==> config.mk <==
export PLATFORM = sky130hd
export DESIGN_NAME = comparator_digital_control
export DESIGN_NICKNAME = d
export VERILOG_FILES = /design/src/hw/cmp_pkg.sv /design/src/hw/comparator_digital_control.sv
export SDC_FILE = /design/constraint.sdc
export NUM_CORES = 1
export LEC_CHECK = 0
export ABC_AREA = 1
export BUFFER_PORTS_ARGS = -buffer_cell sky130_fd_sc_hd__buf_2
export CORE_MARGIN = 2
export CORE_UTILIZATION = 43
export DETAILED_ROUTE_END_ITERATION = 7
export GPL_TIMING_DRIVEN = 0
export PLACE_DENSITY = 0.92
export SLEW_MARGIN = 10
export SYNTH_ARGS = -nofsm -noshare
export SYNTH_HDL_FRONTEND = slang
export SYNTH_SLANG_ARGS = --single-unit
==> constraint.sdc <==
create_clock -name pclk -period 1.3 [get_ports pclk]
set_clock_uncertainty 0.05 [all_clocks]
set_input_delay 0.13 -clock pclk [delete_from_list [all_inputs] [get_ports pclk]]
set_output_delay 0.13 -clock pclk [all_outputs]
set_load 0.03 [all_outputs]
==> src/hw/cmp_pkg.sv <==
package cmp_pkg;

    // register byte addresses (offsets as printed)
    localparam logic [15:0] ctrl_status_addr = 16'h108c;
    localparam logic [15:0] edge_ctrl_addr = 16'h108d;
    localparam logic [15:0] neg_sel_addr = 16'h108e;
    localparam logic [15:0] pos_sel_addr = 16'h108f;
    localparam logic [15:0] mirror_addr = 16'h109f;
    localparam logic [15:0] irq_ctrl_addr = 16'h10a0;
    localparam logic [15:0] adc_trig_addr = 16'h10a4;

    // control register 0 fields
    localparam int en_bit = 7;
    localparam int out_bit = 6;
    localparam int inv_bit = 4;
    localparam int sep_bit = 1;
    localparam int sync_bit = 0;
    // control register 1 fields
    localparam int rise_bit = 1;
    localparam int fall_bit = 0;
    // irq control fields
    localparam int flag_bit = 0;
    localparam int ie_bit = 1;
    localparam int gie_bit = 2;
    localparam int sleep_bit = 3;

    localparam logic [7:0] ctrl_reset = 8'h00;
    localparam logic [7:0] ctrl_wmask = 8'h93;
    localparam logic [2:0] sel_reset = 3'h0;
    localparam logic [3:0] adc_sel_reset = 4'h0;
    // trigger code meaning comparator output
    localparam logic [3:0] adc_sel_cmp = 4'h1;

    // timer clock source codes
    localparam logic [1:0] tsrc_fosc = 2'h0;
    localparam logic [1:0] tsrc_fosc4 = 2'h1;

    typedef struct packed {
        logic enable;
        logic invert;
        logic separation;
        logic sync_mode;
    } ctrl_t;

    typedef struct packed {
        logic rising;
        logic falling;
    } edge_cfg_t;

endpackage

==> src/hw/comparator_digital_control.sv <==
`timescale 1ns/10ps
module comparator_digital_control
    import cmp_pkg::*;
#(
    parameter int num_cmp = 1
)
(
    input wire logic pclk,
    input wire logic presetn,
    input wire logic psel,
    input wire logic penable,
    input wire logic pwrite,
    input wire logic [15:0] paddr,
    input wire logic [31:0] pwdata,
    input wire logic [3:0] pstrb,
    output logic [31:0] prdata,
    output logic pready,
    output logic pslverr,
    input wire logic instr_cycle,
    input wire logic raw_compare,
    input wire logic timer_src_clk,
    input wire logic timer_prescale_en,
    input wire logic timer_prescale_out,
    input wire logic [1:0] timer_src_sel,
    input wire logic sleep_mode,
    output logic analog_enable,
    output logic hysteresis_en,
    output logic [2:0] pos_input_select,
    output logic [2:0] neg_input_select,
    output logic timer_pin_out,
    output logic irq_req,
    output logic wake_req,
    output logic adc_trigger
);

    // the mirror register and the single edge detector serve one comparator
    if (num_cmp != 1)
    begin : g_num_cmp_check
        $error("only one comparator is served");
    end

    ctrl_t ctrl_r;
    edge_cfg_t edge_r;
    logic [2:0] pos_sel_r;
    logic [2:0] neg_sel_r;
    logic [3:0] adc_sel_r;
    logic flag_r;
    logic ie_r;
    logic gie_r;
    logic out_r;
    logic out_prev_r;
    logic tclk_prev_r;
    logic sync_out_r;
    logic pin_out_r;
    logic adc_trig_r;
    logic adj_out;
    logic sync_clk;
    logic sync_fall;
    logic sync_frozen;
    logic rise_evt;
    logic fall_evt;
    logic edge_evt;
    logic wr_en;
    logic rd_en;
    logic mapped;
    logic wr_ctrl;
    logic wr_edge;
    logic wr_pos;
    logic wr_neg;
    logic wr_irq;
    logic wr_adc;

    ////////////////////////////////////////////////////////////////////////////
    // apb decode: zero wait states, unmapped addresses answer slverr

    function automatic logic is_mapped(input logic [15:0] a);
        return a == ctrl_status_addr || a == edge_ctrl_addr || a == neg_sel_addr ||
               a == pos_sel_addr || a == mirror_addr || a == irq_ctrl_addr ||
               a == adc_trig_addr;
    endfunction

    assign mapped = is_mapped(paddr);
    assign pready = 1'b1;
    assign pslverr = psel && penable && !mapped;
    assign wr_en = psel && penable && pwrite && mapped && pstrb[0];
    assign rd_en = psel && penable && !pwrite;

    // one strobe per register so the address decode is written once
    function automatic logic reg_hit(input logic en, input logic [15:0] a,
                                     input logic [15:0] target);
        return en && a == target;
    endfunction

    assign wr_ctrl = reg_hit(wr_en, paddr, ctrl_status_addr);
    assign wr_edge = reg_hit(wr_en, paddr, edge_ctrl_addr);
    assign wr_pos = reg_hit(wr_en, paddr, pos_sel_addr);
    assign wr_neg = reg_hit(wr_en, paddr, neg_sel_addr);
    assign wr_irq = reg_hit(wr_en, paddr, irq_ctrl_addr);
    assign wr_adc = reg_hit(wr_en, paddr, adc_trig_addr);

    ////////////////////////////////////////////////////////////////////////////
    // configuration registers

    always_ff @(posedge pclk or negedge presetn)
    begin
        if (!presetn)
        begin
            ctrl_r <= '0;
        end
        else if (wr_ctrl)
        begin
            ctrl_r.enable <= pwdata[en_bit];
            ctrl_r.invert <= pwdata[inv_bit];
            ctrl_r.separation <= pwdata[sep_bit];
            ctrl_r.sync_mode <= pwdata[sync_bit];
        end
    end

    always_ff @(posedge pclk or negedge presetn)
    begin
        if (!presetn)
        begin
            edge_r <= '0;
        end
        else if (wr_edge)
        begin
            edge_r.rising <= pwdata[rise_bit];
            edge_r.falling <= pwdata[fall_bit];
        end
    end

    always_ff @(posedge pclk or negedge presetn)
    begin
        if (!presetn)
        begin
            pos_sel_r <= sel_reset;
            neg_sel_r <= sel_reset;
            adc_sel_r <= adc_sel_reset;
        end
        else if (wr_en)
        begin
            if (wr_pos)
                pos_sel_r <= pwdata[2:0];
            if (wr_neg)
                neg_sel_r <= pwdata[2:0];
            if (wr_adc)
                adc_sel_r <= pwdata[3:0];
        end
    end

    always_ff @(posedge pclk or negedge presetn)
    begin
        if (!presetn)
        begin
            ie_r <= 1'b0;
            gie_r <= 1'b0;
        end
        else if (wr_irq)
        begin
            ie_r <= pwdata[ie_bit];
            gie_r <= pwdata[gie_bit];
        end
    end

    ////////////////////////////////////////////////////////////////////////////
    // analog side controls

    assign analog_enable = ctrl_r.enable;
    assign hysteresis_en = ctrl_r.separation;
    assign pos_input_select = ctrl_r.enable ? pos_sel_r : sel_reset;
    assign neg_input_select = ctrl_r.enable ? neg_sel_r : sel_reset;

    ////////////////////////////////////////////////////////////////////////////
    // output path

    // raw_compare is high when noninverting input is higher
    // forced zero while disabled; polarity applied after gating
    // invert still acts when disabled, so it yields an edge
    assign adj_out = (raw_compare & ctrl_r.enable) ^ ctrl_r.invert;

    always_ff @(posedge pclk or negedge presetn)
    begin
        if (!presetn)
        begin
            out_r <= 1'b0;
            out_prev_r <= 1'b0;
        end
        else if (instr_cycle)
        begin
            out_r <= adj_out;
            out_prev_r <= out_r;
        end
    end

    // prescaler output clocks capture when prescaler used
    // limitation: flipping the prescaler select can fake one falling edge
    assign sync_clk = timer_prescale_en ? timer_prescale_out : timer_src_clk;
    // timer stops in sleep on system-clock sources
    assign sync_frozen = sleep_mode && (timer_src_sel == tsrc_fosc ||
                                        timer_src_sel == tsrc_fosc4);
    assign sync_fall = tclk_prev_r && !sync_clk && !sync_frozen;

    // previous clock resets low so no false falling edge follows reset
    always_ff @(posedge pclk or negedge presetn)
    begin
        if (!presetn)
        begin
            tclk_prev_r <= 1'b0;
            sync_out_r <= 1'b0;
        end
        else
        begin
            tclk_prev_r <= sync_clk;
            if (sync_fall)
                sync_out_r <= adj_out;
        end
    end

    // data output kept in a flop; one cycle behind the selected source, adj_out or sync_out_r
    always_ff @(posedge pclk or negedge presetn)
    begin
        if (!presetn)
            pin_out_r <= 1'b0;
        else
            // direct path when sync off; registered pin path
            pin_out_r <= ctrl_r.sync_mode ? sync_out_r : adj_out;
    end
    assign timer_pin_out = pin_out_r;

    ////////////////////////////////////////////////////////////////////////////
    // edges, flag, wake, adc trigger

    assign rise_evt = instr_cycle && out_r && !out_prev_r;
    assign fall_evt = instr_cycle && !out_r && out_prev_r;
    // edge enables select which edges set the flag
    assign edge_evt = (rise_evt && edge_r.rising) || (fall_evt && edge_r.falling);

    always_ff @(posedge pclk or negedge presetn)
    begin
        if (!presetn)
            flag_r <= 1'b0;
        // set wins over a clear in the same cycle
        else if (edge_evt)
            flag_r <= 1'b1;
        // only a software write of zero clears it
        else if (wr_irq && !pwdata[flag_bit])
            flag_r <= 1'b0;
    end

    // all enables needed for a request
    assign irq_req = flag_r && ie_r && gie_r && ctrl_r.enable;
    // wake needs only the comparator irq enable
    // global enable left out so a masked core still wakes from sleep
    assign wake_req = flag_r && ie_r && sleep_mode;

    always_ff @(posedge pclk or negedge presetn)
    begin
        if (!presetn)
            adc_trig_r <= 1'b0;
        else
            adc_trig_r <= rise_evt && adc_sel_r == adc_sel_cmp;
    end
    assign adc_trigger = adc_trig_r;

    ////////////////////////////////////////////////////////////////////////////
    // read mux

    always_comb
    begin
        prdata = 32'h0000_0000;
        if (rd_en)
        begin
            unique case (paddr)
                ctrl_status_addr:
                begin
                    prdata[en_bit] = ctrl_r.enable;
                    prdata[out_bit] = out_r;
                    prdata[inv_bit] = ctrl_r.invert;
                    prdata[sep_bit] = ctrl_r.separation;
                    prdata[sync_bit] = ctrl_r.sync_mode;
                end
                edge_ctrl_addr:
                begin
                    prdata[rise_bit] = edge_r.rising;
                    prdata[fall_bit] = edge_r.falling;
                end
                neg_sel_addr: prdata[2:0] = neg_sel_r;
                pos_sel_addr: prdata[2:0] = pos_sel_r;
                // shared output register; bit 0 mirror
                mirror_addr: prdata[0] = out_r;
                irq_ctrl_addr:
                begin
                    prdata[flag_bit] = flag_r;
                    prdata[ie_bit] = ie_r;
                    prdata[gie_bit] = gie_r;
                    prdata[sleep_bit] = sleep_mode;
                end
                adc_trig_addr: prdata[3:0] = adc_sel_r;
                default: prdata = 32'h0000_0000;
            endcase
        end
    end

endmodule

=== After elaboration in Yosys (flattened, before gate mapping) ===
Index checks and enable logic that the tools add are counted.
Widths: inputs -> output; s select.

* Register bits after elaboration: 25
* Bits in latches: 0
* Bits in writable memories: 0
* ROM bits: 0
* Bits of input ports: 65
* Output and inout port bits: 46
* Word-level logic and storage cells: 89
* Memories kept: 0

* Add/sub/neg operators: 0
* Multipliers: 0
* Div/mod/pow operators: 0
* Order comparisons: 0
* Equal/unequal tests: 9
* Shift-type cells: 0
* Multiplexer cells: 13
* Bitwise logic cells: 2
* Reduce and logical (&&, ||, !) cells: 47

{| class="wikitable"
|+ Operator list
! cell !! count
|-
| $eq 16x13->1 const B || 7
|-
| $logic_and 1x1->1 || 27
|-
| $logic_or 1x1->1 || 8
|-
| $mux 8 || 1
|-
| $logic_not 1->1 || 7
|-
| $pmux 1 s7 || 1
|-
| $mux 3 || 2
|-
| $pmux 1 s6 || 1
|-
| $reduce_and 2->1 || 3
|-
| $mux 1 || 5
|-
| $eq 4x1->1 const B || 1
|-
| $pmux 1 s4 || 1
|-
| $eq 2x1->1 const B || 1
|-
| $logic_not 2->1 || 1
|-
| $mux 2 || 1
|-
| $pmux 1 s2 || 1
|-
| $reduce_bool 2->1 || 1
|-
| $and 1x1->1 || 1
|-
| $xor 1x1->1 || 1
|}

=== Logic depth before layout (Yosys ltp) ===
* Word-level depth: 13
* Gate-level depth with buffers: 11
* Depth with buffers taken out: 11

=== Worst setup path before layout ===
OpenSTA, ideal clock, no wires.

* Path kind: register to output
* Start: reg ctrl_r, in the netlist analog_enable
* End: out prdata[7]
* Arrival: 1564 ps
* Data required time: 1120 ps
* Path slack: -444 ps
* Cell stages (with the launch flop): 4
* Cells stage by stage: dfrtp_1 > clkbuf_1 > inv_1 > nor3_1

* Word-level cells in the longest chain between the ends: 2

{| class="wikitable"
|+ Ends and longest elaborated chain
! what !! RTL line !! source
|-
| start: declaration || comparator_digital_control.sv:42 || <nowiki>ctrl_t ctrl_r;</nowiki>
|-
| $mux 2 || comparator_digital_control.sv:273 || <nowiki>unique case (paddr)</nowiki>
|-
| $mux 8 || comparator_digital_control.sv:271 || <nowiki>if (rd_en)</nowiki>
|-
| end: declaration || comparator_digital_control.sv:16 || <nowiki>output logic [31:0] prdata,</nowiki>
|}

Every way passes these cells.

=== Final worst setup path ===
* Start: in paddr[11]
* End: out prdata[2]

* Word-level cells in the longest chain between the ends: 3
* Elaborated cells on any way between the ends: 6

{| class="wikitable"
|+ Ends and longest elaborated chain
! what !! RTL line !! source
|-
| start: declaration || comparator_digital_control.sv:13 || <nowiki>input wire logic [15:0] paddr,</nowiki>
|-
| $eq 16x13->1 || comparator_digital_control.sv:273 ||
|-
| $pmux 1 s4 * || comparator_digital_control.sv:273 ||
|-
| $mux 8 * || comparator_digital_control.sv:271 ||
|}

Every way passes the cells marked *; elsewhere a longest branch is shown, timed or not.

==> flow_metrics.tcl <==
set metrics [dict create \
    period_needed_ns 1.530 \
    max-vdd-ir-drop_uv 460.2 \
    seqPwrFrac_pct 49.5 \
    top_layer_used "met4" \
    sw_frac_of_total_pct 29.55 \
    wl_um 4900 \
    cp_top_family "simple AND/OR/NAND/NOR gates" \
    vias 1810 \
    place_ws_ns -0.3094 \
    gp_congestion 0.8890 \
    path_cells "buf_2, nor2_2, nand2_2, nor2_4, buf_12, nand2_8, inv_8, nand2_4, o21ai_2, nor2_2, nor3_4, buf_6" \
    cts_tree "done" \
    fillers 313 \
    num_antenna_cells 0 \
    final_common_cell "nand2_1" \
    crit_type "input port to primary output" \
    clk_path_buf_depth 2 \
    cp_max_fo 7 \
    die_h_um 68.03 \
    yosys_register_bits 25 \
    start_util_pct 44.39 \
    cts_root_buf "clkbuf_8" \
    synth.distinct_cells 24 \
    h-tree-depth 1 \
    rrSetupSlack_ns 0.06 \
    syn_area_um2 1763 \
    grt_pass1_vias 1526 \
    finalCritPeriodShare_pct 117.7 \
    p_leak_nw 1.524 \
    grt_max_degree 26 \
    hp-class "input port to register" \
    required_ns 1.12 \
    cp_common_cell "nor2_2" \
    drt-met1-wl_um 1883 \
    areaGrowthSynthToFinish_pct 57.91 \
    drive_gt1_share_pct 52.48 \
    power.density_nw_per_um2 566.3 \
    cts_made_buffers 3 \
    avgSynthCellArea_um2 7.052 \
    critPathMaxStageDelay_ns 0.18 \
    rsz0062_at_grt "yes" \
    drv_cap 0 \
    clock-sinks 25 \
    nNetsFinal 409 \
    core_area_um2 3971 \
    fin_area_um2 2784 \
    pwr-share-comb_pct 20.9 \
    crit_slowest_cell "buf_12" \
    crit_buf_inv 4 \
    place_area_um2 2242 \
    switchingPower_mw 0.4659 \
    clkTransAtPathRegs_ns 0.09 \
    insertion_delay_ns 0.28 \
    failed_checks "setup timing" \
    grt_pass1_wl_um 6679 \
    wire_per_inst_um 12.47 \
    rows 23 \
    worst_setup_path_end_kind "primary output" \
    dr.pass1.iters 4 \
    internal_power_mw 1.111 \
    ant_nets 0 \
    antenna_found_initial 0 \
    slew_viol_final 0 \
    setup_violations 29 \
    remaining_drc_errors 0 \
    p_clk_share_pct 29.6 \
    cp-start-kind "input port" \
    mostFrequentLayoutCells "nand2_1, buf_2, buf_4" \
    status "complete, but fails checks" \
    timing.final.ws_setup_ns -0.2305 \
    gr-total-overflow 0 \
    viasPerCell 4.606 \
    numPortBuffers 54 \
    first_iter_violations 55 \
    netlist_instances 250 \
    critPathArrivalTime_ns 1.35 \
    dp_hpwl_um 3231 \
    wl_met3_um 334 \
    track_usage_pct 19.55 \
    yosysSeqAreaShare_pct 35.49 \
    yosys_warnings 0 \
    slew_headroom_pct 62.30 \
    hold_violations 0 \
    die-area_um2 4628 \
    tightestPinTransition_ns 0.5654 \
    die_w_um 68.03 \
    routed-wl-met2_um 2609 \
    ioPinCount 111 \
    max_freq_mhz 653.4 \
]
[flip-flops by register name (all words and copies together), names as in the netlist]
signal         count
pos_sel_r          3
tclk_prev_r        1
flag_r             1
out_prev_r         1
analog_enable      1
timer_pin_out      1
edge_r             2
neg_sel_r          3
adc_trigger        1
adc_sel_r          4
hysteresis_en      1
out_r              1
ctrl_r             2
sync_out_r         1
ie_r               1
gie_r              1
[cells by family after synthesis]
group | share of synthesized area (%)
buffers and inverters | 19.59
and+or+nand+nor | 35.06
other | 0.4260
xor gates and xnor gates | 0.4969
AOI/OAI and AO/OA | 8.942
DFF | 35.49
[layout make-up]
type | instances | area, µm² | area share [%]
repair buffers | 66 | 494.2 | 17.75
multi-input cells | 183 | 1185 | 42.56
well taps | 50 | 62.56 | 2.247
inverters | 39 | 173.9 | 6.247
flip-flops and latches | 25 | 626.9 | 22.52
clock buffers | 3 | 41.29 | 1.483
clock inverters | 1 | 5.005 | 0.1798
plain buffers | 26 | 195.2 | 7.011
[timing repair]
action	4_1_cts	5_1_grt
buffers inserted	4	7
hold buffers	1	0
endpoints found under the hold margin	25	0
setup endpoints to repair	15	37
gates resized for setup	27	107
pin swaps	5	26
[worst paths after layout]
kind	start	to	cells past startpoint
worst max-delay path	paddr[11]	prdata[2]	12
worst min-delay path	pwdata[7]	analog_enable	3
worst max register to register	analog_enable	sync_out_r	5
worst min register to register	adc_sel_r[3]	adc_trigger	1
max in group asynchronous	presetn	analog_enable	2
min in group asynchronous	presetn	neg_sel_r[2]	2
[per-stage QoR]
stage	TNS (ns)	hold slack, ns	power (mW)	util (%)	std cells
after floorplan	-0.3365	-0.2156	1.009	-	274
after detailed placement	-4.942	0.09575	1.095	56.46	378
after global routing	-4.271	0.03110	1.639	70.10	393
after CTS	-1.281	0.01626	1.559	60.30	386
final	-2.215	0.01677	1.577	70.10	393
after global placement	-4.227	0.08636	1.091	56.46	378
[layer usage]
layer | track usage, % | vias up
met3 | 3.125 | 7
li1 | - | 904
met4 | 7.500 | 0
met2 | 33.86 | 80
met1 | 24.32 | 819
met5 | 0 | -
[Yosys cell counts]
library cell	count	share of area, %
nand3b_1	1	0.43
nand3_4	4	4.0
nand2_2	3	1.1
o21ai_0	9	2.6
nor2_4	3	1.9
inv_1	38	8.1
nand3_1	1	0.28
nor3_1	6	1.7
nand4_1	3	1.1
nor4_1	1	0.36
xor2_1	1	0.50
buf_4	26	11
nand3_2	2	1.1
nor2_2	5	1.8
nor2_1	21	4.5
inv_2	1	0.21
dfrtp_1	25	35
o21ai_1	18	5.1
nand2_1	74	16
a21oi_1	3	0.85
o211ai_1	1	0.43
nand2_8	1	1.1
conb_1	2	0.43
clkbuf_1	1	0.21
[worst register-to-register path: stages, from the launching register on]
cell	delay (ns)
dfrtp_2	0.46
buf_6	0.14
nand2_1	0.10
xor2_2	0.18
inv_1	0.07
o21ai_0	0.17
[power by group through the flow]
stage | clock, mW | sequential (mW) | combinational, mW
6_report | 0.467 | 0.780 | 0.329
5_1_grt | 0.501 | 0.780 | 0.358
4_1_cts | 0.474 | 0.780 | 0.305
3_5_place_dp | 0 | 0.796 | 0.300
3_3_place_gp | 0 | 0.795 | 0.295
2_1_floorplan | 0 | 0.795 | 0.214
Power figures use the tool's default switching activity.
